**src/inc/hmic_pkg.sv**
```systemverilog
package hmic_pkg;

  // Register byte offsets.
  localparam logic [7:0] HMIC_OFS_CTRL  = 8'h00;
  localparam logic [7:0] HMIC_OFS_INPUT = 8'h04;
  localparam logic [7:0] HMIC_OFS_START = 8'h08;

  // Control register field positions.
  localparam int HMIC_CTRL_INIT_BIT  = 2;
  localparam int HMIC_CTRL_SWAP_LSB  = 4;
  localparam int HMIC_CTRL_MODE_BIT  = 6;
  localparam int HMIC_CTRL_ALG_BIT   = 7;
  localparam int HMIC_CTRL_CNT_LSB   = 8;
  localparam int HMIC_CTRL_NEMPT_BIT = 12;
  localparam int HMIC_CTRL_LKEY_BIT  = 16;

  // Start register field positions.
  localparam int HMIC_START_LW_LSB   = 0;
  localparam int HMIC_START_TRIG_BIT = 8;

  // Field widths.
  localparam int HMIC_SWAP_W = 2;
  localparam int HMIC_CNT_W  = 4;
  localparam int HMIC_LW_W   = 5;

  // Reset values.
  localparam logic [31:0]          HMIC_INPUT_RST = 32'h0000_0000;
  localparam logic [HMIC_LW_W-1:0] HMIC_LW_RST    = 5'h00;
  localparam logic [HMIC_SWAP_W-1:0] HMIC_SWAP_RST = 2'h0;

  // Input FIFO geometry: one 512-bit block.
  localparam int              HMIC_FIFO_AW    = 4;
  localparam int              HMIC_FIFO_DEPTH = 16;
  localparam logic [HMIC_FIFO_AW:0] HMIC_FIFO_STALL_AT = 5'h0f;

  typedef enum logic [1:0] {
    HMIC_SWAP_NONE,
    HMIC_SWAP_HALF,
    HMIC_SWAP_BYTE,
    HMIC_SWAP_BIT
  } hmic_swap_t;

  typedef enum logic [1:0] {
    HMIC_REG_CTRL,
    HMIC_REG_INPUT,
    HMIC_REG_START,
    HMIC_REG_NONE
  } hmic_reg_t;

endpackage

```
**src/inc/hmic_word_if.sv**
```systemverilog
`timescale 1ns/1ps
interface hmic_word_if;
  logic [31:0] raw;
  logic [1:0]  sel;
  logic [31:0] swapped;

  modport ctrl (output raw, output sel, input swapped);
  modport swap (input raw, input sel, output swapped);
endinterface

```
**src/hdl/hmic_fifo_mem.sv**
```systemverilog
`timescale 1ns/1ps
module hmic_fifo_mem
  import hmic_pkg::*;
(
  // Clock
  input  wire logic                    clk,
  // Write port
  input  wire logic                    wr_en,
  input  wire logic [HMIC_FIFO_AW-1:0] wr_addr,
  input  wire logic [31:0]             wr_data,
  // Read port
  input  wire logic                    rd_en,
  input  wire logic [HMIC_FIFO_AW-1:0] rd_addr,
  output logic      [31:0]             rd_data
);

  logic [31:0] mem [HMIC_FIFO_DEPTH];

  always_ff @(posedge clk) begin
    if (wr_en) begin
      mem[wr_addr] <= wr_data;
    end
  end

  always_ff @(posedge clk) begin
    if (rd_en) begin
      rd_data <= mem[rd_addr];
    end
  end

endmodule

```
**src/hdl/hmic_swap.sv**
```systemverilog
`timescale 1ns/1ps
module hmic_swap
  import hmic_pkg::*;
(
  hmic_word_if.swap w
);

  logic [31:0] bit_rev;

  genvar i;
  generate
    for (i = 0; i < 32; i++) begin : g_rev
      assign bit_rev[i] = w.raw[31-i];
    end
  endgenerate

  always_comb begin
    case (hmic_swap_t'(w.sel))
      HMIC_SWAP_NONE: w.swapped = w.raw;
      HMIC_SWAP_HALF: w.swapped = {w.raw[15:0], w.raw[31:16]};
      HMIC_SWAP_BYTE: w.swapped = {w.raw[7:0], w.raw[15:8], w.raw[23:16], w.raw[31:24]};
      HMIC_SWAP_BIT:  w.swapped = bit_rev;
      default:        w.swapped = w.raw;
    endcase
  end

endmodule

```
**src/hdl/hmic_top.sv**
```systemverilog
`timescale 1ns/1ps
// How it works
// Swap select picks word, half, byte, bit
// Auth mode latched on init, locked while busy
// Algorithm latched on init, locked while busy
// Long key latched with init and HMAC
// Word counter counts pushes while not empty
// Init or trigger write clears word counter
// Not-empty flag shows input word held
// Input write pushes old word, loads new
// Input read returns held word, no side effect
// Last-word field counts valid bits from top
// Trigger write keeps last-word field unchanged
// Trigger pads and starts digest over FIFO
// Trigger bit always reads zero
// Init resets core; reads as zero
// Half, byte, bit swaps reorder the word
module hmic_top
  import hmic_pkg::*;
(
  // Clock and reset
  input  wire logic                 clk,
  input  wire logic                 srst,
  // AHB-lite register slave
  input  wire logic                 hsel,
  input  wire logic [1:0]           htrans,
  input  wire logic                 hwrite,
  input  wire logic [7:0]           haddr,
  input  wire logic [31:0]          hwdata,
  input  wire logic                 hready,
  output logic      [31:0]          hrdata,
  output logic                      hreadyout,
  output logic                      hresp,
  // Hash core side
  input  wire logic                 core_busy,
  input  wire logic                 core_word_ready,
  output logic                      core_word_valid,
  output logic      [31:0]          core_word_data,
  output logic                      core_init_pulse,
  output logic                      digest_start_pulse,
  output logic      [HMIC_LW_W-1:0] last_word_valid_bits,
  output logic                      algorithm_choice,
  output logic                      auth_mode_select,
  output logic                      long_key_flag
);

  function automatic hmic_reg_t reg_decode(input logic [7:0] a);
    case (a)
      HMIC_OFS_CTRL:  reg_decode = HMIC_REG_CTRL;
      HMIC_OFS_INPUT: reg_decode = HMIC_REG_INPUT;
      HMIC_OFS_START: reg_decode = HMIC_REG_START;
      default:        reg_decode = HMIC_REG_NONE;
    endcase
  endfunction

  // Bus phase tracking
  logic                    ph_valid_ff;
  logic                    ph_write_ff;
  logic [7:0]              ph_addr_ff;
  logic                    hreadyout_ff;
  logic [31:0]             hrdata_ff;
  // Register state
  logic [31:0]             input_word_ff;
  logic                    input_not_empty_ff;
  logic [HMIC_CNT_W-1:0]   pushed_word_count_ff;
  logic [HMIC_SWAP_W-1:0]  input_swap_select_ff;
  logic                    auth_mode_ff;
  logic                    algorithm_ff;
  logic                    long_key_ff;
  logic [HMIC_LW_W-1:0]    last_word_bits_ff;
  // FIFO and drain
  logic [HMIC_FIFO_AW:0]   wr_ptr_ff;
  logic [HMIC_FIFO_AW:0]   rd_ptr_ff;
  logic                    rd_pending_ff;
  logic                    word_valid_ff;
  logic [31:0]             word_data_ff;
  logic                    digest_pending_ff;
  logic                    init_pulse_ff;
  logic                    digest_pulse_ff;
  // Combinational
  logic                    accept;
  logic                    stall_req;
  logic                    exec_wr;
  hmic_reg_t               ph_reg;
  logic                    wr_ctrl;
  logic                    wr_input;
  logic                    wr_start;
  logic                    init_wr;
  logic                    trig_wr;
  logic                    push;
  logic                    rd_en;
  logic [HMIC_FIFO_AW:0]   fifo_cnt;
  logic                    calc_running;
  logic [31:0]             mem_rdata;

  hmic_word_if swp ();

  assign accept    = hsel && htrans[1] && hready;
  assign stall_req = accept && hwrite && fifo_cnt >= HMIC_FIFO_STALL_AT &&
                     (reg_decode(haddr) == HMIC_REG_INPUT || reg_decode(haddr) == HMIC_REG_START);
  assign exec_wr   = ph_valid_ff && ph_write_ff && hreadyout_ff;
  assign ph_reg    = reg_decode(ph_addr_ff);
  assign wr_ctrl   = exec_wr && ph_reg == HMIC_REG_CTRL;
  assign wr_input  = exec_wr && ph_reg == HMIC_REG_INPUT;
  assign wr_start  = exec_wr && ph_reg == HMIC_REG_START;
  assign init_wr   = wr_ctrl && hwdata[HMIC_CTRL_INIT_BIT];
  assign trig_wr   = wr_start && hwdata[HMIC_START_TRIG_BIT];
  // The held word enters the FIFO when replaced, or as the final word on a trigger.
  assign push      = (wr_input || trig_wr) && input_not_empty_ff;
  assign fifo_cnt  = wr_ptr_ff - rd_ptr_ff;
  assign calc_running = core_busy || digest_pending_ff;
  assign rd_en     = (wr_ptr_ff != rd_ptr_ff) && !rd_pending_ff && !word_valid_ff && !init_wr;

  // Bus address phase capture.
  always_ff @(posedge clk) begin
    if (srst) begin
      ph_valid_ff <= 1'b0;
      ph_write_ff <= 1'b0;
      ph_addr_ff  <= 8'h00;
    end else if (hready) begin
      ph_valid_ff <= accept;
      ph_write_ff <= hwrite;
      ph_addr_ff  <= haddr;
    end
  end

  // Wait states keep one FIFO slot spare, so a push never meets a full FIFO.
  always_ff @(posedge clk) begin
    if (srst) begin
      hreadyout_ff <= 1'b1;
    end else if (!hreadyout_ff) begin
      hreadyout_ff <= fifo_cnt < HMIC_FIFO_STALL_AT;
    end else begin
      hreadyout_ff <= !stall_req;
    end
  end

  // Read data is taken in the address phase from the current register state.
  always_ff @(posedge clk) begin
    if (srst) begin
      hrdata_ff <= 32'h0000_0000;
    end else if (accept && !hwrite) begin
      hrdata_ff <= 32'h0000_0000;
      case (reg_decode(haddr))
        HMIC_REG_CTRL: begin
          hrdata_ff[HMIC_CTRL_SWAP_LSB +: HMIC_SWAP_W] <= input_swap_select_ff;
          hrdata_ff[HMIC_CTRL_MODE_BIT]                <= auth_mode_ff;
          hrdata_ff[HMIC_CTRL_ALG_BIT]                 <= algorithm_ff;
          hrdata_ff[HMIC_CTRL_CNT_LSB +: HMIC_CNT_W]   <= pushed_word_count_ff;
          hrdata_ff[HMIC_CTRL_NEMPT_BIT]               <= input_not_empty_ff;
          hrdata_ff[HMIC_CTRL_LKEY_BIT]                <= long_key_ff;
        end
        HMIC_REG_INPUT: hrdata_ff <= input_word_ff;
        HMIC_REG_START: hrdata_ff[HMIC_START_LW_LSB +: HMIC_LW_W] <= last_word_bits_ff;
        default:        hrdata_ff <= 32'h0000_0000;
      endcase
    end
  end

  // Held input word and its not-empty flag.
  always_ff @(posedge clk) begin
    if (srst) begin
      input_word_ff      <= HMIC_INPUT_RST;
      input_not_empty_ff <= 1'b0;
    end else begin
      if (init_wr) begin
        input_word_ff <= HMIC_INPUT_RST;
      end else if (wr_input) begin
        input_word_ff <= hwdata;
      end
      if (init_wr || trig_wr) begin
        input_not_empty_ff <= 1'b0;
      end else if (wr_input) begin
        input_not_empty_ff <= 1'b1;
      end
    end
  end

  always_ff @(posedge clk) begin
    if (srst) begin
      pushed_word_count_ff <= 4'h0;
    end else if (init_wr || trig_wr) begin
      pushed_word_count_ff <= 4'h0;
    end else if (wr_input && input_not_empty_ff) begin
      pushed_word_count_ff <= pushed_word_count_ff + 4'h1;
    end
  end

  // Configuration; algorithm and mode only change at an init outside a calculation.
  always_ff @(posedge clk) begin
    if (srst) begin
      input_swap_select_ff <= HMIC_SWAP_RST;
      auth_mode_ff         <= 1'b0;
      algorithm_ff         <= 1'b0;
      long_key_ff          <= 1'b0;
    end else if (wr_ctrl) begin
      input_swap_select_ff <= hwdata[HMIC_CTRL_SWAP_LSB +: HMIC_SWAP_W];
      if (init_wr && !calc_running) begin
        auth_mode_ff <= hwdata[HMIC_CTRL_MODE_BIT];
        algorithm_ff <= hwdata[HMIC_CTRL_ALG_BIT];
        if (hwdata[HMIC_CTRL_MODE_BIT]) begin
          long_key_ff <= hwdata[HMIC_CTRL_LKEY_BIT];
        end
      end
    end
  end

  always_ff @(posedge clk) begin
    if (srst) begin
      last_word_bits_ff <= HMIC_LW_RST;
    end else if (wr_start && !hwdata[HMIC_START_TRIG_BIT]) begin
      last_word_bits_ff <= hwdata[HMIC_START_LW_LSB +: HMIC_LW_W];
    end
  end

  // FIFO pointers; an init flushes everything not yet handed to the core.
  always_ff @(posedge clk) begin
    if (srst || init_wr) begin
      wr_ptr_ff <= '0;
      rd_ptr_ff <= '0;
    end else begin
      if (push) begin
        wr_ptr_ff <= wr_ptr_ff + 5'h01;
      end
      if (rd_en) begin
        rd_ptr_ff <= rd_ptr_ff + 5'h01;
      end
    end
  end

  hmic_fifo_mem u_mem (
    .clk     (clk),
    .wr_en   (push),
    .wr_addr (wr_ptr_ff[HMIC_FIFO_AW-1:0]),
    .wr_data (input_word_ff),
    .rd_en   (rd_en),
    .rd_addr (rd_ptr_ff[HMIC_FIFO_AW-1:0]),
    .rd_data (mem_rdata)
  );

  assign swp.raw = mem_rdata;
  assign swp.sel = input_swap_select_ff;

  hmic_swap u_swap (
    .w (swp)
  );

  // One word in flight at a time; at most one word every three cycles, so a back-to-back bus writer can outrun it.
  always_ff @(posedge clk) begin
    if (srst || init_wr) begin
      rd_pending_ff <= 1'b0;
      word_valid_ff <= 1'b0;
      word_data_ff  <= 32'h0000_0000;
    end else begin
      rd_pending_ff <= rd_en;
      if (rd_pending_ff) begin
        word_valid_ff <= 1'b1;
        word_data_ff  <= swp.swapped;
      end else if (core_word_ready) begin
        word_valid_ff <= 1'b0;
      end
    end
  end

  // The start is held back until the core has taken every pushed word.
  always_ff @(posedge clk) begin
    if (srst || init_wr) begin
      digest_pending_ff <= 1'b0;
      digest_pulse_ff   <= 1'b0;
    end else begin
      digest_pulse_ff <= 1'b0;
      if (trig_wr) begin
        digest_pending_ff <= 1'b1;
      end else if (digest_pending_ff && fifo_cnt == '0 && !rd_pending_ff && !word_valid_ff) begin
        digest_pending_ff <= 1'b0;
        digest_pulse_ff   <= 1'b1;
      end
    end
  end

  always_ff @(posedge clk) begin
    if (srst) begin
      init_pulse_ff <= 1'b0;
    end else begin
      init_pulse_ff <= init_wr;
    end
  end

  assign hrdata               = hrdata_ff;
  assign hreadyout            = hreadyout_ff;
  assign hresp                = 1'b0;
  assign core_word_valid      = word_valid_ff;
  assign core_word_data       = word_data_ff;
  assign core_init_pulse      = init_pulse_ff;
  assign digest_start_pulse   = digest_pulse_ff;
  assign last_word_valid_bits = last_word_bits_ff;
  assign algorithm_choice     = algorithm_ff;
  assign auth_mode_select     = auth_mode_ff;
  assign long_key_flag        = long_key_ff;

endmodule

```
**config.mk**
```make
export PLATFORM = sky130hd
export DESIGN_NAME = hmic_top
export DESIGN_NICKNAME = d
export VERILOG_FILES = /design/src/inc/hmic_pkg.sv /design/src/inc/hmic_word_if.sv /design/src/hdl/hmic_fifo_mem.sv /design/src/hdl/hmic_swap.sv /design/src/hdl/hmic_top.sv
export SDC_FILE = /design/constraint.sdc
export NUM_CORES = 1
export LEC_CHECK = 0
export BUFFER_PORTS_ARGS = -buffer_cell sky130_fd_sc_hd__buf_4
export CELL_PAD_IN_SITES_DETAIL_PLACEMENT = 1
export CELL_PAD_IN_SITES_GLOBAL_PLACEMENT = 1
export CORE_MARGIN = 2
export CORE_UTILIZATION = 55
export CTS_BUF_LIST = sky130_fd_sc_hd__clkbuf_4
export CTS_CLUSTER_DIAMETER = 40
export DETAILED_ROUTE_END_ITERATION = 7
export PLACE_DENSITY_LB_ADDON = 0.05
export SYNTH_ARGS = -nofsm -noshare
export SYNTH_HDL_FRONTEND = slang
export SYNTH_SLANG_ARGS = --single-unit
```
**constraint.sdc**
```tcl
create_clock -name clk -period 9.35 [get_ports clk]
set_input_delay 0.935 -clock clk [delete_from_list [all_inputs] [get_ports clk]]
set_output_delay 0.935 -clock clk [all_outputs]
set_load 0.05 [all_outputs]
```
-- Word level (Yosys, flattened, before mapping)
Memories as Yosys holds them, arrays and structs flattened. A register that Yosys moved wholly into a read port is not among the register bits.
Index checks and enable logic that the tools add are counted.
- register bits: 137
- memory bits (writable): 512
- input bits: 49
- output and inout bits: 77
- logic and storage cells: 109
- memories kept: 1
- memory list (name ; words ; bits a word ; read ports ; clocked after Yosys merged registers in ; wr ports ; RTL line ; text):
    u_mem.mem ; 16 ; 32 ; 1 ; 1 ; 1 ; hmic_fifo_mem.sv:17 ; logic [31:0] mem [HMIC_FIFO_DEPTH];
- add/subtract/negate cells: 4
- $lt $le $gt $ge: 2
- eq/ne operators: 14
- mux-type cells: 19
- reductions and logical operators: 48
- operator list (cell ; count):
    32-bit one-hot mux with 4 select lines ; 1
    1-bit logical AND ; 23
    8-bit by 3-bit equality test with 1-bit output, second input constant ; 2
    8-bit by 4-bit equality test with 1-bit output, second input constant ; 2
    8-bit zero test ; 2
    8-bit one-hot mux with 2 select lines ; 1
    15-bit two-way mux ; 1
    2-bit one-hot mux with 3 select lines ; 2
    5-bit by 1-bit adder with 5-bit output, second input constant ; 2
    2-bit equality test, second input constant ; 5
    2-bit by 1-bit equality test with 1-bit output, second input constant ; 4
    1-bit two-way mux ; 8
    4-bit one-hot mux with 2 select lines ; 1
    1-bit zero test ; 7
    2-bit zero test ; 3
    2-bit OR reduction ; 3
    5-bit by 4-bit greater-or-equal comparator with 1-bit output, second input constant ; 1
    5-bit zero test ; 1
    1-bit logical OR ; 5
    5-bit by 4-bit less-than comparator with 1-bit output, second input constant ; 1
    5-bit inequality test ; 1
    5-bit subtractor ; 1
    4-bit by 1-bit adder with 4-bit output, second input constant ; 1
    2-bit two-way mux ; 2
    6 further kinds ; 7

-- Longest topological paths before layout
- word-level depth: 9
- gate-level depth with buffers: 10
- depth with buffers taken out: 9

-- By module
A second synthesis with hierarchy kept.
- cells, all modules: 1522
- area total of the unflattened synthesis: 26671.8 µm²
- modules (own cells, without submodules) (module ; instances ; cells an instance ; area each (µm²) ; seq. area each (µm²)):
    hmic_fifo_mem ; 1 ; 838 ; 20174.3 ; 16335.7
    hmic_top ; 1 ; 644 ; 5661.7 ; 2742.6
    hmic_swap ; 1 ; 40 ; 835.8 ; 0.0

-- Least setup slack after synthesis
No wires, ideal clock.
- kind: reg2reg
- start: register hreadyout_ff, in the netlist hreadyout
- end: memory u_mem.mem[0][0], enable pin
- setup time: 0.461 ns
- arrival: 4.299 ns
- data required time: 8.889 ns
- setup slack: 4.590 ns
- stages on the path, launching flop included: 6
- buffers on the path: 1
- clock period less this slack: 4.760 ns
- path through: dfxtp_1 or4b_1 clkbuf_1 nor4_1 nand3_1 nor3_1
- longest elaborated chain between the ends: 7
- elaborated cells between the ends (all ways): 8
- those cells by class: 2 x mux; 6 x reduce/logical
- RTL lines (element ; RTL line ; text):
    from (decl) ; hmic_top.sv:60 ; logic hreadyout_ff;
    from (signal assigned) ; hmic_top.sv:132 ; hreadyout_ff <= fifo_cnt < HMIC_FIFO_STALL_AT;
    from (signal assigned) ; hmic_top.sv:134 ; hreadyout_ff <= !stall_req;
    1-bit logical AND * ; hmic_top.sv:101 ; assign exec_wr = ph_valid_ff && ph_write_ff && hreadyout_ff;
    1-bit logical AND ; hmic_top.sv:105 ; assign wr_start = exec_wr && ph_reg == HMIC_REG_START;
    1-bit logical AND ; hmic_top.sv:107 ; assign trig_wr = wr_start && hwdata[HMIC_START_TRIG_BIT];
    1-bit logical OR * ; hmic_top.sv:109 ; assign push = (wr_input || trig_wr) && input_not_empty_ff;
    1-bit logical AND * ; hmic_top.sv:109 ;
    1-bit two-way mux * ; hmic_fifo_mem.sv:20 ; if (wr_en) begin
    1-bit two-way mux (implied by the code) * ; hmic_fifo_mem.sv:21 ; mem[wr_addr] <= wr_data;
    to (decl) ; hmic_fifo_mem.sv:17 ;
Mark *: on every way between the ends. The rest lies on a longest branch, timed or not.

-- Worst setup path in the final report
- start: register rd_ptr_ff[3]
- end: register u_mem.rd_data[17] (read register of u_mem.mem), enable pin
- longest elaborated chain between the ends: 4
- RTL lines (element ; RTL line ; text):
    from (decl) ; hmic_top.sv:73 ; logic [HMIC_FIFO_AW:0] rd_ptr_ff;
    from (signal assigned) ; hmic_top.sv:226 ; rd_ptr_ff <= rd_ptr_ff + 5'h01;
    5-bit inequality test ; hmic_top.sv:112 ; assign rd_en = (wr_ptr_ff != rd_ptr_ff) && !rd_pending_ff && !word_valid_ff && !init_wr;
    1-bit logical AND (3 in a row) ; hmic_top.sv:112 ;
    named net rd_en ; hmic_top.sv:91 ; logic rd_en;
    to (decl) ; hmic_fifo_mem.sv:14 ; output logic [31:0] rd_data
The timed path passes the listed nets, and every way through them passes these cells.
A chain may end at the register's enable or synchronous reset.

==> impl_metrics.env <==
export IMPL_cts_tree="yes"
export IMPL_endpoint_kind="flop"
export IMPL_wirelength_um=71000
export IMPL_layoutNonFillerInstCount=2573
export IMPL_synthToLayoutAreaGrowth_pct=14.4
export IMPL_critical_path_most_common_cell="buf_4"
export IMPL_gp_congestion=0.837
export IMPL_antenna_found_initial=2
export IMPL_ys_top_cells_by_area="edfxtp_1, mux4_2, dfxtp_1"
export IMPL_ys_seq_area_frac=0.711
export IMPL_rows=80
export IMPL_drt_first_pass_iters=7
export IMPL_grt_usage=0.291
export IMPL_tns_ps=0
export IMPL_fillers=4284
export IMPL_place_ws_ps=5370
export IMPL_root_buffer="clkbuf_4"
export IMPL_syn_num_nets=1656
export IMPL_layout_drive_gt1_share=0.314
export IMPL_timing_hold_ws_ps=192
export IMPL_cts_hold_fix_buffers=0
export IMPL_finClkSkew_ps=57.7
export IMPL_max_freq_mhz=245
export IMPL_final_cell_area_um2=30700
export IMPL_cpMaxStageDelayCell="clkinv_1"
export IMPL_fin_crit_sh=0.436
export IMPL_dp_cells=2263
export IMPL_worst_slack_ps=5270
export IMPL_slowest_delay_ps=970
export IMPL_coreArea_um2=47900
export IMPL_maxSlewHeadroom=0.287
export IMPL_fin_util=0.641
export IMPL_cp_num_buf_inv=5
export IMPL_boundaryPins=126
export IMPL_yosys_warnings=0
export IMPL_p_per_area_nw_per_um2=221
export IMPL_cp_max_fo=35
export IMPL_insertion_delay_ps=990
export IMPL_seqCellArea_um2=19100
export IMPL_hold_path_class="in -> reg"
export IMPL_hold_violations=0
export IMPL_post_route_min_period_ps=4080
export IMPL_synthesis_area_um2=26800
export IMPL_synth_top_area_share=0.609
export IMPL_synth_top_cell_by_area="edfxtp_1"
export IMPL_grt_pass1_vias=16809
export IMPL_avgSynthCellArea_um2=16.8
export IMPL_drv_slew=0
export IMPL_grt_ovfl_total=0
export IMPL_die_y_um=225
export IMPL_clockBufferDepth=3
export IMPL_ys_flop_type="edfxtp_1"
export IMPL_cts_buffers=172
export IMPL_syn_inst=1593
export IMPL_p_leak_nw=10.7
export IMPL_port_buffers=123
export IMPL_die_area_um2=50600
export IMPL_first_iter_violations=1258
export IMPL_vias=15883
export IMPL_postCtsSetupBuffers=0
export IMPL_critPathArrivalTime_ps=4660
export IMPL_synth_enable_flop_cells=544
export IMPL_async_reset_ff_frac=0
export IMPL_setup_viol=0
export IMPL_clkTransAtPathRegs_ps=60
export IMPL_path_delay_family="buffers and inverters"
export IMPL_ctsHtreeMaxLevel=4
export IMPL_rsz0062_at_grt="false"
export IMPL_fp_dieW_um=225
export IMPL_cp_start_kind="flop"
export IMPL_vias_per_cell=6.17
export IMPL_path_cells="buf_4 > clkinv_1 > buf_4 > ha_1 > nand4_1 > o21ai_0 > buf_4 > nor2_2 > buf_4"
export IMPL_clkSinkCount=681
export IMPL_start_util=0.560
export IMPL_grt_pass1_wl_um=105000
export IMPL_multi_input_area_um2=7390
export IMPL_final_antenna_net_count=0
export IMPL_finalPower_mw=6.79
export IMPL_cp_required_ps=9930
export IMPL_status="complete, no violations"
export IMPL_vdd_ir_drop_max_mv=0.185
export IMPL_drc_errors=0
export IMPL_place_area_um2=28500
export IMPL_grt_max_degree=103
export IMPL_reg2reg_slack_ps=5270
export IMPL_wire_per_inst_um=27.6
export IMPL_synth_cell_types=49
export IMPL_cts_resized=0
export IMPL_path_class="reg -> reg"
export IMPL_ys_seq_elements=681
export IMPL_final_net_count=1885
export IMPL_cap_violations=0
export IMPL_tightest_slew_ps=1070
export IMPL_dp_hpwl_um=40400
[kinds of logic after synthesis]
logic type                 Yosys count  synth area share
and+or+nand+nor                    401            0.0681
muxes                              242             0.165
DFF                                681             0.711
AOI/OAI and AO/OA                  135            0.0300
buffers and inverters              115            0.0179
adders and majority gates           14           0.00681
xor gates and xnor gates             4           0.00131
other                                1          0.000140
[report_power, final]
part	switching [mW]	internal (mW)
clock	1.20	1.32
combinational	0.414	0.430
sequential	0.112	3.31
total	1.73	5.06
[path summary, 6_finish.rpt]
path	end	cells after the start	start
worst min-delay path	input_word_ff[9]$_SDFFE_PP0P_	3	hwdata[9]
worst max-delay path	u_mem.rd_data[17]$_DFFE_PP_	9	rd_ptr_ff[3]$_SDFFE_PP0P_
worst max register to register	u_mem.rd_data[17]$_DFFE_PP_	9	rd_ptr_ff[3]$_SDFFE_PP0P_
worst min register to register	hrdata[25]$_SDFFE_PP0P_	2	hrdata[25]$_SDFFE_PP0P_
[cell usage in the layout (no fill, tap or decap), types with 3 or more instances in the layout]
cell,netlist,final
clkinv_2,0,5
nand2b_1,7,7
ha_1,13,13
nand3b_1,5,5
clkinv_1,0,43
o21ai_0,18,18
mux2i_1,82,82
nor3_2,0,5
nor2_4,0,11
a22oi_1,4,4
dfxtp_2,0,3
nor3_1,11,6
nand2_1,153,153
a31oi_1,34,34
nor2_1,118,105
nand3_1,35,35
dfxtp_1,137,131
edfxtp_1,544,544
a21oi_1,52,52
o31ai_1,7,7
and3_1,33,33
nand4b_1,4,4
a211oi_1,10,10
buf_4,1,157
clkbuf_4,0,252
dfxtp_4,0,3
bufinv_16,0,3
mux4_2,160,160
or4_1,9,8
nor4_1,8,8
nand4_1,4,4
and2_1,3,3
inv_1,12,11
[worst reg2reg max path, delay by kind of cell, from the launching register on]
kind / cells / cell delay [ps]
flops: 1 / 330
simple gates: 2 / 210
compound gates: 1 / 70
buf+inv: 5 / 2650
fa+ha+maj: 1 / 390
[cells in the mapped netlist (all sizes together), types with 7 or more instances]
cell type / n
a211oi: 10
a21oi: 52
a31oi: 34
and3: 33
buf: 34
clkbuf: 69
dfxtp: 137
edfxtp: 544
ha: 13
inv: 12
mux2i: 82
mux4: 160
nand2: 153
nand2b: 7
nand3: 35
nor2: 118
nor3: 11
nor4: 8
o21ai: 18
o31ai: 7
or4: 9
[state kept, by name, summed over array words and instances (netlist names)]
name and cells:
hreadyout 1, digest_pending_ff 1, core_word_valid 1, ph_addr_ff 8, ph_write_ff 1, long_key_flag 1, u_mem.rd_data 32, rd_pending_ff 1
ph_valid_ff 1, auth_mode_select 1, u_mem.mem 512, core_init_pulse 1, wr_ptr_ff 5, pushed_word_count_ff 4, last_word_valid_bits 5, digest_start_pulse 1
core_word_data 32, rd_ptr_ff 5, input_word_ff 32, hrdata 32, algorithm_choice 1, input_not_empty_ff 1, input_swap_select_ff 2
[layout make-up]
| class | instances | share of cell area |
|---|---|---|
| multi-input cells | 797 | 0.241 |
| repair buffers | 158 | 0.0390 |
| inverters | 12 | 0.00147 |
| diodes | 2 | 0.000163 |
| clock inverters | 56 | 0.0102 |
| clock buffers | 252 | 0.0616 |
| well taps | 615 | 0.0251 |
| flip-flops and latches | 681 | 0.622 |
[metal layers]
layer  track usage  routed length, µm
met1         0.380              29000
met2         0.464              34700
met3        0.0741               5030
met4         0.131               2330
met5             0                  0
Note: power is estimated with default switching activity, not from simulation.
